## src/wut_pkg.sv

```systemverilog
// shared constants and types for the waveform update timing block
package wut_pkg;

	// ------------------------------------------------------------
	// sizes
	// ------------------------------------------------------------
	localparam int          SAMPLE_W   = 16;
	localparam int          NUM_CHAN   = 2;
	localparam int          QUEUE_DEP  = 16;
	localparam int          QPTR_W     = 4;
	localparam int          CNT_W      = 32;
	localparam logic [15:0] DIV_RESET  = 16'h0009;

	// ------------------------------------------------------------
	// register byte offsets
	// ------------------------------------------------------------
	localparam logic [7:0] OFS_CTRL     = 8'h00;
	localparam logic [7:0] OFS_STATUS   = 8'h04;
	localparam logic [7:0] OFS_IRQ_STAT = 8'h08;
	localparam logic [7:0] OFS_IRQ_EN   = 8'h0C;
	localparam logic [7:0] OFS_IRQ_CLR  = 8'h10;
	localparam logic [7:0] OFS_DIV      = 8'h14;
	localparam logic [7:0] OFS_COUNT    = 8'h18;
	localparam logic [7:0] OFS_DATA     = 8'h1C;
	localparam logic [7:0] OFS_CMD      = 8'h20;
	localparam logic [7:0] OFS_DONE_CNT = 8'h24;

	// ------------------------------------------------------------
	// control fields
	// ------------------------------------------------------------
	localparam int BIT_FINITE     = 0;
	localparam int BIT_REGEN      = 1;
	localparam int BIT_PIN5_OUT   = 2;
	localparam int BIT_PIN6_OUT   = 3;
	localparam int BIT_TRIG_EN    = 4;
	localparam int BIT_REF_EXT    = 5;
	localparam int BIT_HOLD_EN    = 6;
	localparam int BIT_HOLD_POL   = 7;
	// command fields
	localparam int BIT_CMD_START  = 0;
	localparam int BIT_CMD_STOP   = 1;
	localparam int BIT_CMD_FLUSH  = 2;
	// interrupt fields
	localparam int IRQ_UNDERFLOW  = 0;
	localparam int IRQ_DONE       = 1;
	localparam int IRQ_STARTED    = 2;
	localparam int IRQ_W          = 3;

	localparam logic [7:0]  CTRL_RESET = 8'h00;
	localparam logic [1:0]  RESP_OKAY   = 2'h0;
	localparam logic [1:0]  RESP_SLVERR = 2'h2;

	// ------------------------------------------------------------
	// types
	// ------------------------------------------------------------
	typedef enum logic [1:0] {
		ST_IDLE,
		ST_ARMED,
		ST_RUN
	} wut_state_t;

	// one sample word: two channel codes packed together
	typedef struct packed {
		logic [SAMPLE_W-1:0] chan1;
		logic [SAMPLE_W-1:0] chan0;
	} wut_sample_t;

	// converter-side bundle
	typedef struct packed {
		wut_sample_t code;
		logic        ref_ext;
	} wut_dac_t;

endpackage

```

## src/wut_core.sv

```systemverilog
// waveform update timing: sample queue, update strobe, triggers, bus slave
//
// Chosen here: the register offsets and the AXI4-Lite slave port.
`timescale 1ns/1ps
module wut_core (
	// clock and reset
	input  wire logic                   clk_sys_i,
	input  wire logic                   resetn_i,
	// axi4-lite write address and data
	input  wire logic [7:0]             s_axi_awaddr_i,
	input  wire logic                   s_axi_awvalid_i,
	output logic                        s_axi_awready_o,
	input  wire logic [31:0]            s_axi_wdata_i,
	input  wire logic [3:0]             s_axi_wstrb_i,
	input  wire logic                   s_axi_wvalid_i,
	output logic                        s_axi_wready_o,
	output logic [1:0]                  s_axi_bresp_o,
	output logic                        s_axi_bvalid_o,
	input  wire logic                   s_axi_bready_i,
	// axi4-lite read
	input  wire logic [7:0]             s_axi_araddr_i,
	input  wire logic                   s_axi_arvalid_i,
	output logic                        s_axi_arready_o,
	output logic [31:0]                 s_axi_rdata_o,
	output logic [1:0]                  s_axi_rresp_o,
	output logic                        s_axi_rvalid_o,
	input  wire logic                   s_axi_rready_i,
	// programmable pins, enable low while driven
	input  wire logic                   prog_pin_five_i,
	output logic                        prog_pin_five_o,
	output logic                        prog_pin_five_oe_n_o,
	input  wire logic                   prog_pin_six_i,
	output logic                        prog_pin_six_o,
	output logic                        prog_pin_six_oe_n_o,
	// hold trigger input
	input  wire logic                   generation_hold_trigger_i,
	// converter side
	output wut_pkg::wut_dac_t           dac_o,
	output logic                        dac_load_o,
	// interrupt
	output logic                        irq_o
);

	// ------------------------------------------------------------
	// storage
	// ------------------------------------------------------------
	logic [7:0]                  ctrl;
	logic [15:0]                 div_load;
	logic [wut_pkg::CNT_W-1:0]   sample_goal;
	logic [wut_pkg::CNT_W-1:0]   sample_done;
	logic [wut_pkg::IRQ_W-1:0]   irq_stat;
	logic [wut_pkg::IRQ_W-1:0]   irq_en;
	wut_pkg::wut_sample_t        queue [wut_pkg::QUEUE_DEP];
	logic [wut_pkg::QPTR_W-1:0]  wr_ptr;
	logic [wut_pkg::QPTR_W-1:0]  rd_ptr;
	logic [wut_pkg::QPTR_W:0]    fill;
	wut_pkg::wut_state_t         state;
	logic [15:0]                 div_cnt;
	logic                        strobe_lvl;
	logic                        trig_lvl;
	logic                        pin6_q;
	logic                        aw_hold;
	logic                        w_hold;
	logic [7:0]                  aw_addr;
	logic [31:0]                 w_data;

	// ------------------------------------------------------------
	// decode helpers
	// ------------------------------------------------------------
	function automatic logic hit(input logic [7:0] a, input logic [7:0] ofs);
		return a == ofs;
	endfunction

	logic wr_go;
	logic rd_go;
	logic [31:0] cmd;
	logic queue_push;
	logic queue_empty;
	logic queue_full;
	logic tick;
	logic hold_act;
	logic trig_edge;
	logic start_now;
	logic stop_now;
	logic flush_now;
	logic underflow_ev;
	logic done_ev;
	logic regen;

	assign wr_go       = aw_hold && w_hold && !s_axi_bvalid_o;
	assign rd_go       = s_axi_arvalid_i && s_axi_arready_o;
	assign cmd         = (wr_go && hit(aw_addr, wut_pkg::OFS_CMD)) ?
		w_data : 32'h0000_0000;
	assign queue_empty = (fill == 5'h00);
	assign queue_full  = (fill == 5'h10);
	// pushes into a full queue are dropped; host watches the fill level
	assign queue_push  = wr_go && hit(aw_addr, wut_pkg::OFS_DATA) &&
		!queue_full && (state == wut_pkg::ST_IDLE || !regen);
	assign regen       = ctrl[wut_pkg::BIT_REGEN];
	assign flush_now   = cmd[wut_pkg::BIT_CMD_FLUSH];
	assign stop_now    = cmd[wut_pkg::BIT_CMD_STOP];

	// hold trigger masks the strobe; polarity is selectable
	assign hold_act = ctrl[wut_pkg::BIT_HOLD_EN] &&
		(generation_hold_trigger_i ^ ctrl[wut_pkg::BIT_HOLD_POL]);

	// rising edge on pin six input is the begin trigger
	assign trig_edge = prog_pin_six_i && !pin6_q &&
		!ctrl[wut_pkg::BIT_PIN6_OUT];
	assign start_now = (state == wut_pkg::ST_ARMED) &&
		(ctrl[wut_pkg::BIT_TRIG_EN] ? trig_edge : 1'b1);

	// strobe tick: divider wraps while running and not held
	assign tick = (state == wut_pkg::ST_RUN) && (div_cnt == 16'h0000) &&
		!hold_act;
	assign underflow_ev = tick && queue_empty && !regen;
	assign done_ev = tick && ctrl[wut_pkg::BIT_FINITE] &&
		(sample_done + 32'h1 >= sample_goal);

	// ------------------------------------------------------------
	// axi4-lite write channel
	// ------------------------------------------------------------
	// address and data are caught in either order, answer after both
	always_ff @(posedge clk_sys_i or negedge resetn_i) begin
		if (!resetn_i) begin
			aw_hold <= 1'b0;
			w_hold  <= 1'b0;
			aw_addr <= 8'h00;
			w_data  <= 32'h0000_0000;
			s_axi_bvalid_o <= 1'b0;
			s_axi_bresp_o  <= wut_pkg::RESP_OKAY;
		end else begin
			if (s_axi_awvalid_i && s_axi_awready_o) begin
				aw_hold <= 1'b1;
				aw_addr <= s_axi_awaddr_i;
			end
			if (s_axi_wvalid_i && s_axi_wready_o) begin
				w_hold <= 1'b1;
				w_data <= s_axi_wdata_i;
			end
			if (wr_go) begin
				aw_hold <= 1'b0;
				w_hold  <= 1'b0;
				s_axi_bvalid_o <= 1'b1;
				s_axi_bresp_o  <= (aw_addr[1:0] == 2'h0 &&
					aw_addr <= wut_pkg::OFS_DONE_CNT) ?
					wut_pkg::RESP_OKAY : wut_pkg::RESP_SLVERR;
			end else if (s_axi_bvalid_o && s_axi_bready_i) begin
				s_axi_bvalid_o <= 1'b0;
			end
		end
	end

	assign s_axi_awready_o = !aw_hold && !s_axi_bvalid_o;
	assign s_axi_wready_o  = !w_hold && !s_axi_bvalid_o;

	// ------------------------------------------------------------
	// control registers
	// ------------------------------------------------------------
	// byte strobes ignored; every register is written whole
	always_ff @(posedge clk_sys_i or negedge resetn_i) begin
		if (!resetn_i) begin
			ctrl        <= wut_pkg::CTRL_RESET;
			div_load    <= wut_pkg::DIV_RESET;
			sample_goal <= 32'h0000_0000;
			irq_en      <= 3'h0;
		end else if (wr_go) begin
			if (hit(aw_addr, wut_pkg::OFS_CTRL))
				ctrl <= w_data[7:0];
			if (hit(aw_addr, wut_pkg::OFS_DIV))
				div_load <= w_data[15:0];
			if (hit(aw_addr, wut_pkg::OFS_COUNT))
				sample_goal <= w_data;
			if (hit(aw_addr, wut_pkg::OFS_IRQ_EN))
				irq_en <= w_data[2:0];
		end
	end

	// ------------------------------------------------------------
	// axi4-lite read channel
	// ------------------------------------------------------------
	assign s_axi_arready_o = !s_axi_rvalid_o;

	always_ff @(posedge clk_sys_i or negedge resetn_i) begin
		if (!resetn_i) begin
			s_axi_rvalid_o <= 1'b0;
			s_axi_rdata_o  <= 32'h0000_0000;
			s_axi_rresp_o  <= wut_pkg::RESP_OKAY;
		end else if (rd_go) begin
			s_axi_rvalid_o <= 1'b1;
			s_axi_rresp_o  <= wut_pkg::RESP_OKAY;
			unique case (s_axi_araddr_i)
				wut_pkg::OFS_CTRL:     s_axi_rdata_o <= {24'h0, ctrl};
				wut_pkg::OFS_STATUS:   s_axi_rdata_o <= {24'h0,
					state == wut_pkg::ST_RUN, state == wut_pkg::ST_ARMED,
					queue_full, fill};
				wut_pkg::OFS_IRQ_STAT: s_axi_rdata_o <= {29'h0, irq_stat};
				wut_pkg::OFS_IRQ_EN:   s_axi_rdata_o <= {29'h0, irq_en};
				wut_pkg::OFS_DIV:      s_axi_rdata_o <= {16'h0, div_load};
				wut_pkg::OFS_COUNT:    s_axi_rdata_o <= sample_goal;
				wut_pkg::OFS_DONE_CNT: s_axi_rdata_o <= sample_done;
				wut_pkg::OFS_IRQ_CLR, wut_pkg::OFS_DATA,
				wut_pkg::OFS_CMD:      s_axi_rdata_o <= 32'h0000_0000;
				default: begin
					s_axi_rdata_o <= 32'h0000_0000;
					s_axi_rresp_o <= wut_pkg::RESP_SLVERR;
				end
			endcase
		end else if (s_axi_rvalid_o && s_axi_rready_i) begin
			s_axi_rvalid_o <= 1'b0;
		end
	end

	// ------------------------------------------------------------
	// generation sequencer
	// ------------------------------------------------------------
	// start arms; trigger or software start moves to run
	always_ff @(posedge clk_sys_i or negedge resetn_i) begin
		if (!resetn_i) begin
			state <= wut_pkg::ST_IDLE;
		end else if (stop_now || done_ev) begin
			state <= wut_pkg::ST_IDLE;
		end else begin
			unique case (state)
				wut_pkg::ST_IDLE:
					if (cmd[wut_pkg::BIT_CMD_START])
						state <= wut_pkg::ST_ARMED;
				wut_pkg::ST_ARMED:
					if (start_now)
						state <= wut_pkg::ST_RUN;
				wut_pkg::ST_RUN:
					state <= wut_pkg::ST_RUN;
			endcase
		end
	end

	// pin six sampler for edge detection
	always_ff @(posedge clk_sys_i or negedge resetn_i) begin
		if (!resetn_i)
			pin6_q <= 1'b0;
		else
			pin6_q <= prog_pin_six_i;
	end

	// update strobe divider; period is div_load+1 system clocks
	always_ff @(posedge clk_sys_i or negedge resetn_i) begin
		if (!resetn_i) begin
			div_cnt <= 16'h0000;
		end else if (state != wut_pkg::ST_RUN) begin
			div_cnt <= 16'h0000;
		end else if (!hold_act) begin
			div_cnt <= (div_cnt == 16'h0000) ? div_load : div_cnt - 16'h1;
		end
	end

	// strobe high for one clock with each tick, so every sample,
	// the first included, gets a falling edge; a divider of zero
	// keeps it high, so pin five then falls only when the ticks stop
	always_ff @(posedge clk_sys_i or negedge resetn_i) begin
		if (!resetn_i)
			strobe_lvl <= 1'b0;
		else
			strobe_lvl <= tick;
	end

	// begin trigger pulses high for one clock at the run entry
	always_ff @(posedge clk_sys_i or negedge resetn_i) begin
		if (!resetn_i)
			trig_lvl <= 1'b0;
		else
			trig_lvl <= start_now;
	end

	// ------------------------------------------------------------
	// sample queue
	// ------------------------------------------------------------
	// regenerate mode re-reads the same points; pointer wraps back to
	// the oldest stored point, which need not sit at index zero
	always_ff @(posedge clk_sys_i or negedge resetn_i) begin
		if (!resetn_i) begin
			wr_ptr <= 4'h0;
			rd_ptr <= 4'h0;
			fill   <= 5'h00;
		end else if (flush_now) begin
			wr_ptr <= 4'h0;
			rd_ptr <= 4'h0;
			fill   <= 5'h00;
		end else if (regen) begin
			if (queue_push) begin
				wr_ptr <= wr_ptr + 4'h1;
				fill   <= fill + 5'h01;
			end
			if (tick && !queue_empty)
				rd_ptr <= (rd_ptr + 4'h1 == wr_ptr) ?
					wr_ptr - fill[wut_pkg::QPTR_W-1:0] : rd_ptr + 4'h1;
		end else begin
			if (queue_push)
				wr_ptr <= wr_ptr + 4'h1;
			if (tick && !queue_empty)
				rd_ptr <= rd_ptr + 4'h1;
			fill <= fill + {4'h0, queue_push} -
				{4'h0, tick && !queue_empty};
		end
	end

	// storage write, one word per push
	always_ff @(posedge clk_sys_i) begin
		if (queue_push)
			queue[wr_ptr] <= w_data;
	end

	// ------------------------------------------------------------
	// converter output
	// ------------------------------------------------------------
	// both channels load together on the same strobe
	always_ff @(posedge clk_sys_i or negedge resetn_i) begin
		if (!resetn_i) begin
			dac_o      <= '0;
			dac_load_o <= 1'b0;
		end else begin
			dac_load_o      <= tick && !queue_empty;
			dac_o.ref_ext   <= ctrl[wut_pkg::BIT_REF_EXT];
			if (tick && !queue_empty)
				dac_o.code <= queue[rd_ptr];
		end
	end

	// update strobe ticks since run start, empty-queue ticks included, for finite mode
	always_ff @(posedge clk_sys_i or negedge resetn_i) begin
		if (!resetn_i)
			sample_done <= 32'h0000_0000;
		else if (start_now)
			sample_done <= 32'h0000_0000;
		else if (tick)
			sample_done <= sample_done + 32'h1;
	end

	// ------------------------------------------------------------
	// pins
	// ------------------------------------------------------------
	assign prog_pin_five_o      = strobe_lvl;
	assign prog_pin_five_oe_n_o = !ctrl[wut_pkg::BIT_PIN5_OUT];
	assign prog_pin_six_o       = trig_lvl;
	assign prog_pin_six_oe_n_o  = !ctrl[wut_pkg::BIT_PIN6_OUT];

	// ------------------------------------------------------------
	// interrupts
	// ------------------------------------------------------------
	// set wins over a clear landing in the same cycle
	always_ff @(posedge clk_sys_i or negedge resetn_i) begin
		if (!resetn_i) begin
			irq_stat <= 3'h0;
		end else begin
			irq_stat <= (irq_stat &
				~((wr_go && hit(aw_addr, wut_pkg::OFS_IRQ_CLR)) ?
				w_data[2:0] : 3'h0)) |
				{start_now, done_ev, underflow_ev};
		end
	end

	assign irq_o = |(irq_stat & irq_en);

	// keep unused input bits referenced
	logic unused_bits;
	assign unused_bits = &{1'b0, s_axi_wstrb_i, prog_pin_five_i,
		cmd[31:3], w_data[31:8]};

endmodule

```

## config.mk

```make
export PLATFORM = sky130hd
export DESIGN_NAME = wut_core
export DESIGN_NICKNAME = d
export VERILOG_FILES = /design/src/wut_pkg.sv /design/src/wut_core.sv
export SDC_FILE = /design/constraint.sdc
export NUM_CORES = 1
export LEC_CHECK = 0
export BUFFER_PORTS_ARGS = -buffer_cell sky130_fd_sc_hd__buf_4
export CAP_MARGIN = 40
export CORE_MARGIN = 2
export CORE_UTILIZATION = 50
export DETAILED_ROUTE_END_ITERATION = 8
export GPL_ROUTABILITY_DRIVEN = 0
export PLACE_DENSITY_LB_ADDON = 0.12
export SLEW_MARGIN = 20
export SYNTH_ARGS = -nofsm -noshare
export SYNTH_HDL_FRONTEND = slang
export SYNTH_SLANG_ARGS = --single-unit
```

## constraint.sdc

```tcl
create_clock -name clk_sys_i -period 6 [get_ports clk_sys_i]
set_clock_uncertainty 0.1 [all_clocks]
set_input_delay 0.6 -clock clk_sys_i [delete_from_list [all_inputs] [get_ports clk_sys_i]]
set_output_delay 0.6 -clock clk_sys_i [all_outputs]
set_load 0.03 [all_outputs]
```

==> reports/qor.log, run 1 <==
[place] Post-DP HPWL 45800 um
[timing] final-report setup violation count 0
[global_route] largest net degree at the start of global routing 162
[clocking] Post CTS Setup Buffer Count 0
[worst_setup_path] timing endpoint of the critical path state[0]
[logic_synthesis] flop and latch count out of synthesis 752
[logic_synthesis] share of the yosys chip area belonging to registers 67.5%
[logic_synthesis] Post-Synthesis Cell Area 0.0317 mm2
[cells_and_area] layout net count 2251
[worst_setup_path] Reg2Reg Launch Point sample_done[0]
[drt] number of vias per cell after detailed routing 5.85
[pwr] switching fraction of total power 32.2%
[cells_and_area] synthesis-to-finish area growth 15.2%
[cells_and_area] share of final-layout standard cells stronger than drive strength 1 27.6%
[worst_setup_path] launch point of the critical path sample_done[0]
[pwr] combinational power share 26.3%
[cells_and_area] register cell area after layout 0.0214 mm2
[clocking] H-tree level count 3
[worst_setup_path] worst setup path class reg -> reg
[pwr] IR drop worst, VDD 0.371 mV
[clocking] Skew-Pair Late Insertion Delay 0.62 ns
[logic_synthesis] per-instance average area after synthesis 16.1 um2
[worst_setup_path] Req. time, crit path 6.40 ns
[logic_synthesis] library cells used by synthesis 76
[cells_and_area] multi-input logic area 0.00969 mm2
[global_route] vias in the first global route 18700
[logic_synthesis] fraction of synthesis flops using an asynchronous set or reset pin 31.9%
[logic_synthesis] cell count after synthesis 1966
[timing] slew at the pin with the worst max-slew slack 1.05 ns
[global_route] global-route wire length before repair 115000 um
[clocking] CTS Root Buffer Type sky130_fd_sc_hd__clkbuf_16
[die] horizontal die dimension 256 um
[flow_run] number of max-cap violations 0
[die] core area 0.0629 mm2
[global_route] Total GRT Usage 23.5%
[global_route] antenna violations before repair 2
[timing] setup tns final 0 ns
[worst_setup_path] worst endpoint data arrival time 4.84 ns
[die] number of placement rows 92
[die] number of ports placed on the die boundary 142
[pwr] portion of total power attributed to the clock network 28.2%
[timing] worst slew margin relative to its limit 30.0%
[timing] clock period minus worst slack 4.44 ns
[drt] DRC marker count from the first detailed-route iteration 1470
[worst_setup_path] startpoint type of the worst setup path register
[drt] total DRC errors in the routed layout 0
[worst_setup_path] worst-path maximum fanout 8
[logic_synthesis] top cells by area in the synthesized netlist sky130_fd_sc_hd__edfxtp_1 (49%), sky130_fd_sc_hd__dfrtp_1 (19%), sky130_fd_sc_hd__mux4_2 (11%)
[drt] routed via count 17800
[cells_and_area] antenna diode count 0
[timing] Highest Clock Rate 225 MHz
[clocking] TritonCTS buffer count 78
[drt] number of nets still failing antenna checks after routing 0
[cells_and_area] fillers 4984
[logic_synthesis] number of enable flip-flop cells after synthesis 512
[clocking] clock tree from TritonCTS done
[pwr] P_int 11.4 mW
[die] vertical die dimension 256 um
[pwr] Pleak 13.5 nW
[logic_synthesis] dominant cell type by area after synthesis sky130_fd_sc_hd__edfxtp_1
[pwr] NetSw 5.41 mW
[logic_synthesis] most used flip-flop cell after synthesis sky130_fd_sc_hd__edfxtp_1
[drt] detailed-route wire length per cell 24.6 um
[hold_path] worst min-delay path class in -> reg
[die] die area 0.0653 mm2
[drt] total routed wirelength 74900 um
[cells_and_area] Layout Utilization 58.0%
[timing] Final Max Tran Viols 0
[global_route] total congestion overflow after global routing 0
[worst_setup_path] Worst Reg-to-Reg Cells 11
[clocking] clock-pin slew reported for the worst setup and hold paths after clock tree synthesis 0.07 ns
[outcome] status finished, final reports clean
[clocking] Clock Sink Count 752
[clocking] post-CTS sizing 0
[timing] RSZ-0062 raised after global routing false
[drt] total iterations of the first detailed-routing run 5
[die] initial core utilization 50.4%
[logic_synthesis] warnings from Yosys 0
[logic_synthesis] area share of the largest cell type after synthesis 48.6%
[worst_setup_path] end of the worst register-to-register path state[0]
[clocking] maximum clock insertion buffer count 3
[pwr] power density cells 460 mW/mm2
[worst_setup_path] capturing element type of the critical path register
[timing] count of final hold-check violations 0
[worst_setup_path] flop-to-flop setup slack 1.56 ns
[pwr] sequential power share 45.5%
[timing] share of the cycle needed by the critical path after routing 73.9%
[place] port buffer count 134
[state kept, by name (all words and copies together) (netlist names), 16 cells and up]
name,count
queue,512
dac_o,33
s_axi_rdata_o,32
sample_done,32
sample_goal,32
w_data,32
div_cnt,16
div_load,16
[worst min-delay path by stage]
| stage | from | to | slack, ns | cells after the start |
|---|---|---|---|---|
| after floorplan | resetn_i | aw_addr[0] | 0.20 | 0 |
| after global placement | ctrl[5] | dac_o[0] | 0.34 | 0 |
| after detailed placement | ctrl[5] | dac_o[0] | 0.33 | 0 |
| after CTS | s_axi_bready_i | s_axi_bvalid_o | 0.02 | 2 |
| after global routing | s_axi_bready_i | s_axi_bvalid_o | 0.03 | 2 |
| final | s_axi_bready_i | s_axi_bvalid_o | 0.06 | 2 |
[layer usage]
layer	wire (um)	GRT usage, %	share of wire (%)
met4	1940	6.58	2.6
met3	3410	3.53	4.6
met5	0	0	0
met2	37500	39.5	50
met1	32000	32.2	43
[layout make-up]
cell class	instances	area share, %
Clock buffer	103	5.80
Clock inverter	39	1.05
Inverter	63	0.648
Multi-Input combinational cell	1047	26.6
Sequential cell	752	58.6
Tap cell	846	2.90
Timing Repair Buffer	190	4.40
[synthesized netlist by cell type (all sizes together), types with 20 or more instances]
cell	instances
dfrtp	238
a221oi	24
edfxtp	512
nand2	180
ha	55
mux2	100
a21oi	48
buf	41
clkbuf	64
nand3	20
xor2	28
xnor2	46
mux4	160
nor3	37
nor2	120
inv	63
o21ai	63
[layout by cell type (no fill, tap or decap), types with 9 or more instances in the layout]
cell type                   instances
sky130_fd_sc_hd__edfxtp_1         512
sky130_fd_sc_hd__dfrtp_1          234
sky130_fd_sc_hd__nand2_1          180
sky130_fd_sc_hd__buf_4            173
sky130_fd_sc_hd__mux4_2           160
sky130_fd_sc_hd__nor2_1           114
sky130_fd_sc_hd__mux2_2           100
sky130_fd_sc_hd__clkbuf_16         79
sky130_fd_sc_hd__inv_1             62
sky130_fd_sc_hd__ha_1              55
sky130_fd_sc_hd__o21ai_0           53
sky130_fd_sc_hd__a21oi_1           48
sky130_fd_sc_hd__xnor2_1           46
sky130_fd_sc_hd__xor2_1            28
sky130_fd_sc_hd__nor3_1            24
sky130_fd_sc_hd__a221oi_1          24
sky130_fd_sc_hd__nand3_1           19
sky130_fd_sc_hd__clkbuf_1          19
sky130_fd_sc_hd__clkinv_1          14
sky130_fd_sc_hd__nor3_2            13
sky130_fd_sc_hd__nand4_1           12
sky130_fd_sc_hd__or3_1             11
sky130_fd_sc_hd__a22oi_1           11
sky130_fd_sc_hd__o21ai_1           10
sky130_fd_sc_hd__nor4_1             9
sky130_fd_sc_hd__a222oi_1           9
[logic make-up after synthesis]
| group | Yosys count | share of synthesized area (%) |
|---|---|---|
| buf+inv | 168 | 2.19 |
| fa+ha+maj | 57 | 2.30 |
| xor+xnor | 74 | 2.05 |
| compound gates | 203 | 4.21 |
| flops | 752 | 67.5 |
| simple gates | 449 | 6.69 |
| other cells | 1 | 0.0118 |
| mux | 262 | 15.0 |
[timing repair]
action                                 4_1_cts  5_1_grt
hold buffers                                 2        0
setup endpoints to repair                    0        0
endpoints found under the hold margin       80        0
[critical path, stage by stage, from the launching register on]
cell	delay, ns
sky130_fd_sc_hd__dfrtp_1	0.56
sky130_fd_sc_hd__ha_1	0.42
sky130_fd_sc_hd__nand3_1	0.31
sky130_fd_sc_hd__or4_1	0.78
sky130_fd_sc_hd__nor2_1	0.21
sky130_fd_sc_hd__xor2_1	0.09
sky130_fd_sc_hd__ha_1	0.30
sky130_fd_sc_hd__nand4_1	0.15
sky130_fd_sc_hd__nor4_1	0.42
sky130_fd_sc_hd__nand2_1	0.20
sky130_fd_sc_hd__or4_1	0.57
sky130_fd_sc_hd__and4_1	0.20
[power by group through the flow]
| stage | Sequential, mW | Clock [mW] | Combinational (mW) |
|---|---|---|---|
| finish | 7.64 | 4.73 | 4.41 |
| global route | 7.77 | 5.03 | 4.82 |
| CTS | 7.66 | 4.83 | 4.43 |
| detailed placement | 7.77 | 0 | 4.41 |
| global placement | 7.81 | 0 | 4.19 |
| floorplan | 7.48 | 0 | 3.00 |
[through the flow]
step	setup slack (ns)	hold WS (ns)	std cells	area (um2)	total power, mW
2_1_floorplan	0.906	0.204	1967	31700	10.5
3_3_place_gp	1.64	0.338	2882	33700	12.0
3_5_place_dp	1.60	0.335	2891	33900	12.2
4_1_cts	1.56	0.0214	3035	36400	16.9
5_1_grt	1.35	0.0315	3040	36500	17.6
6_report	1.56	0.0588	3040	36500	16.8
Note: power is estimated with default switching activity, not from simulation.
==> run 2, diff against run 1 <==
Settings changed: ABC_AREA set to 1.
Clock period 6 ns to 3.6 ns, I/O delays scaled along.
==> reports/qor.log, run 2 <==
[outcome] status finished, final reports clean
[logic_synthesis] most used flip-flop cell after synthesis sky130_fd_sc_hd__edfxtp_1
[pwr] overall power 28.0 mW [+67%]
[die] horizontal die dimension 260 um [+1.6%]
[timing] RSZ-0062 raised after global routing false
[worst_setup_path] Req. time, crit path 3.99 ns [-2.41 ns]
[logic_synthesis] flop and latch count out of synthesis 752 [unchanged]
[die] initial core utilization 50.6% [+0.22 points]
[logic_synthesis] per-instance average area after synthesis 11.0 um2 [-32%]
[logic_synthesis] post-synthesis mux area share 0.283% [-15 points]
[cells_and_area] layout net count 3261 [+45%]
[global_route] largest net degree at the start of global routing 154 [-4.9%]
[logic_synthesis] largest family of logic cells by synthesized area compound AO/OA/AOI/OAI gates
[cells_and_area] synthesis-to-finish area growth 15.7%
[clocking] Clock Sink Count 752 [unchanged]
[cells_and_area] top library cells by usage in the layout, fill and taps aside sky130_fd_sc_hd__edfxtp_1 (512), sky130_fd_sc_hd__nand2_1 (465), sky130_fd_sc_hd__nor2_1 (404)
[worst_setup_path] capturing element type of the critical path register
[logic_synthesis] most numerous cell in the Yosys netlist sky130_fd_sc_hd__edfxtp_1
[clocking] Skew-Pair Late Insertion Delay 0.62 ns [about the same]
[logic_synthesis] xor-xnor portion of the synthesized cell area 1.10% [-0.95 points]
[worst_setup_path] worst setup path class reg -> reg
[cells_and_area] antenna diode count 0 [unchanged]
[flow_run] number of max-cap violations 0 [unchanged]
[cells_and_area] largest register by flop count queue
[pwr] NetSw 9.97 mW [+84%]
[drt] routed via count 23300 [+31%]
[pwr] P_int 18.0 mW [+58%]
[hold_path] count of cells along the worst hold path 5 [+3]
[pwr] combinational power share 27.5% [+1.2 points]
[timing] Highest Clock Rate 307 MHz [+36%]
[drt] total routed wirelength 87000 um [+16%]
[cells_and_area] leading cell type in the layout, fill and taps excluded sky130_fd_sc_hd__edfxtp_1
[cells_and_area] fillers 5341 [+7.2%]
[cells_and_area] Largest register FFs 512 [unchanged]
[logic_synthesis] library cells used by synthesis 55 [-28%]
[worst_setup_path] flop-to-flop setup slack 0.34 ns [-1.22 ns]
[logic_synthesis] area share of the largest cell type after synthesis 47.1% [-1.5 points]
[logic_synthesis] cell count after synthesis 2983 [+52%]
[worst_setup_path] worst endpoint data arrival time 3.65 ns [-1.19 ns]
[drt] number of nets still failing antenna checks after routing 0 [unchanged]
[logic_synthesis] top cells by area in the synthesized netlist sky130_fd_sc_hd__edfxtp_1 (47%), sky130_fd_sc_hd__dfrtp_1 (18%), sky130_fd_sc_hd__o21ai_0 (5.9%)
[clocking] clock tree from TritonCTS done
[drt] total DRC errors in the routed layout 0 [unchanged]
[die] vertical die dimension 260 um [+1.6%]
[drt] total iterations of the first detailed-routing run 7 [+2]
[logic_synthesis] area fraction in and, or, nand and nor cells after synthesis 12.8% [+6.1 points]
[timing] Final Max Tran Viols 0 [unchanged]
[clocking] CTS Root Buffer Type sky130_fd_sc_hd__clkbuf_16
[logic_synthesis] area fraction in compound gates after synthesis 13.3% [+9.1 points]
[worst_setup_path] startpoint type of the worst setup path register
[timing] clock period minus worst slack 3.26 ns [-1.18 ns]
[pwr] power density cells 740 mW/mm2 [+61%]
[global_route] antenna violations before repair 1 [-1]
[timing] worst slew margin relative to its limit 45.5% [+16 points]
[drt] detailed-route wire length per cell 21.4 um [-13%]
[cells_and_area] share of final-layout standard cells stronger than drive strength 1 12.4% [-15 points]
[timing] count of final hold-check violations 0 [unchanged]
[pwr] IR drop worst, VDD 0.389 mV [+4.7%]
[clocking] maximum clock insertion buffer count 3 [unchanged]
[global_route] vias in the first global route 23100 [+23%]
[global_route] global-route wire length before repair 134000 um [+17%]
[pwr] switching fraction of total power 35.6% [+3.4 points]
[place] Post-DP HPWL 52200 um [+14%]
[logic_synthesis] Post-Synthesis Cell Area 0.0327 mm2 [+3.2%]
[logic_synthesis] warnings from Yosys 0 [unchanged]
[die] core area 0.0646 mm2 [+2.8%]
[logic_synthesis] Post-synth top cells sky130_fd_sc_hd__edfxtp_1 (512), sky130_fd_sc_hd__nand2_1 (466), sky130_fd_sc_hd__nor2_1 (421), sky130_fd_sc_hd__o21ai_0 (386), sky130_fd_sc_hd__dfrtp_1 (238)
[drt] DRC marker count from the first detailed-route iteration 1900 [+29%]
[die] number of placement rows 93 [+1.1%]
[drt] number of vias per cell after detailed routing 5.73 [-2.0%]
[logic_synthesis] number of enable flip-flop cells after synthesis 512 [unchanged]
[timing] final-report setup violation count 0 [unchanged]
[clocking] TritonCTS buffer count 79 [+1.3%]
[clocking] H-tree level count 3 [unchanged]
[clocking] clock-pin slew reported for the worst setup and hold paths after clock tree synthesis 0.06 ns [about the same]
[logic_synthesis] arithmetic-cell share of the synthesized area counting full adders, half adders and majority gates 2.23% [-0.072 points]
[pwr] sequential power share 43.5% [-2.0 points]
[worst_setup_path] worst-path maximum fanout 4 [-4]
[global_route] total congestion overflow after global routing 0 [unchanged]
[cells_and_area] Layout Utilization 58.5% [+0.47 points]
[hold_path] worst min-delay path class in -> reg
[logic_synthesis] dominant cell type by area after synthesis sky130_fd_sc_hd__edfxtp_1
[place] port buffer count 134 [unchanged]
[die] die area 0.0674 mm2 [+3.2%]
[worst_setup_path] Worst Reg-to-Reg Cells 20 [+9]
[die] number of ports placed on the die boundary 142 [unchanged]
[pwr] portion of total power attributed to the clock network 29.0% [+0.8 points]
[pwr] Pleak 14.6 nW [+8.2%]
[cells_and_area] Regs by FF count queue (512), dac_o (33)
[global_route] Total GRT Usage 26.0% [+2.6 points]
[logic_synthesis] fraction of synthesis flops using an asynchronous set or reset pin 31.9% [unchanged]
[timing] slew at the pin with the worst max-slew slack 0.815 ns [-0.236 ns]
[timing] setup tns final 0 ns [unchanged]
[timing] share of the cycle needed by the critical path after routing 90.5% [+17 points]
[logic_synthesis] share of the yosys chip area belonging to registers 65.4% [-2.1 points]
[run 2: worst paths after layout]
kind                                  from                end
max                             div_cnt[0]            fill[4]
min                        s_axi_arvalid_i  s_axi_rdata_o[27]
max reg2reg                     div_cnt[0]            fill[4]
min reg2reg                        ctrl[5]           dac_o[0]
max in group asynchronous         resetn_i          rd_ptr[2]
min in group asynchronous         resetn_i    sample_done[30]
[run 2: power by group through the flow]
stage          combinational, mW  clock, mW  sequential (mW)
2_1_floorplan               5.19          0             12.0
3_3_place_gp                7.40          0             12.2
3_5_place_dp                7.56          0             12.3
4_1_cts                     7.64       8.26             12.1
5_1_grt                     8.56       8.63             12.3
6_report                    7.69       8.12             12.2
[run 2: worst max-delay path, cell delays in order (launching register included)]
cell and delay [ns]:
sky130_fd_sc_hd__dfrtp_1 0.38, sky130_fd_sc_hd__inv_1 0.09, sky130_fd_sc_hd__ha_1 0.23, sky130_fd_sc_hd__nand3_2 0.17, sky130_fd_sc_hd__nor2_1 0.12, sky130_fd_sc_hd__nand3_1 0.11, sky130_fd_sc_hd__nor2_1 0.11, sky130_fd_sc_hd__nand4_1 0.15
sky130_fd_sc_hd__nor2_1 0.22, sky130_fd_sc_hd__ha_1 0.17, sky130_fd_sc_hd__inv_1 0.04, sky130_fd_sc_hd__ha_1 0.20, sky130_fd_sc_hd__fa_1 0.40, sky130_fd_sc_hd__nand2_1 0.09, sky130_fd_sc_hd__inv_1 0.05, sky130_fd_sc_hd__nor2_1 0.10
sky130_fd_sc_hd__o21bai_1 0.09, sky130_fd_sc_hd__a21oi_1 0.12, sky130_fd_sc_hd__o21ai_0 0.09, sky130_fd_sc_hd__nand2_1 0.07, sky130_fd_sc_hd__o22ai_1 0.06
[run 2: per-layer routing]
layer  routed length [um]  vias up  GRT usage (%)
met3                 5520      155           3.43
met1                37300    11500           36.1
met4                 2880        0           10.1
met5                    0        -              0
li1                     -    10800              -
met2                41300      844           42.2
[run 2: repair_timing]
item / 4_1_cts / 5_1_grt
hold buffers: 44 / 0
hold endpoints to repair: 136 / 0
setup buffers: 0 / 0
gates resized for setup: 0 / 0
endpoints found under the setup margin: 0 / 0
[run 2: logic make-up (layout without fill, tap and decap cells)]
family | after synthesis | count (layout)
AOI/OAI and AO/OA | 726 | 726
xor gates and xnor gates | 40 | 40
adders and majority gates | 57 | 57
buffers and inverters | 376 | 599
DFF | 752 | 752
muxes | 8 | 8
other | 1 | 2
and+or+nand+nor | 1023 | 1023
[run 2: metrics by stage]
stage               hold slack (ns)  setup slack (ns)  std cells  area, um2
CTS                          0.0513             0.382       4060      37700
finish                       0.0367             0.341       4062      37800
floorplan                   -0.0356             0.353       2984      32700
detailed placement            0.304             0.413       3870      34700
global route                 0.0675            0.0528       4062      37800
global placement              0.308             0.465       3870      34700
[run 2: area by class of cell]
cell class	instances	area [um2]	share of cell area, %
clock buffer	107	2150	5.70
clock inverter	39	420	1.11
inverter	218	826	2.19
multi-input combinational	1856	9840	26.0
sequential	752	21400	56.6
tap	855	1070	2.83
timing repair buffer	235	2080	5.52
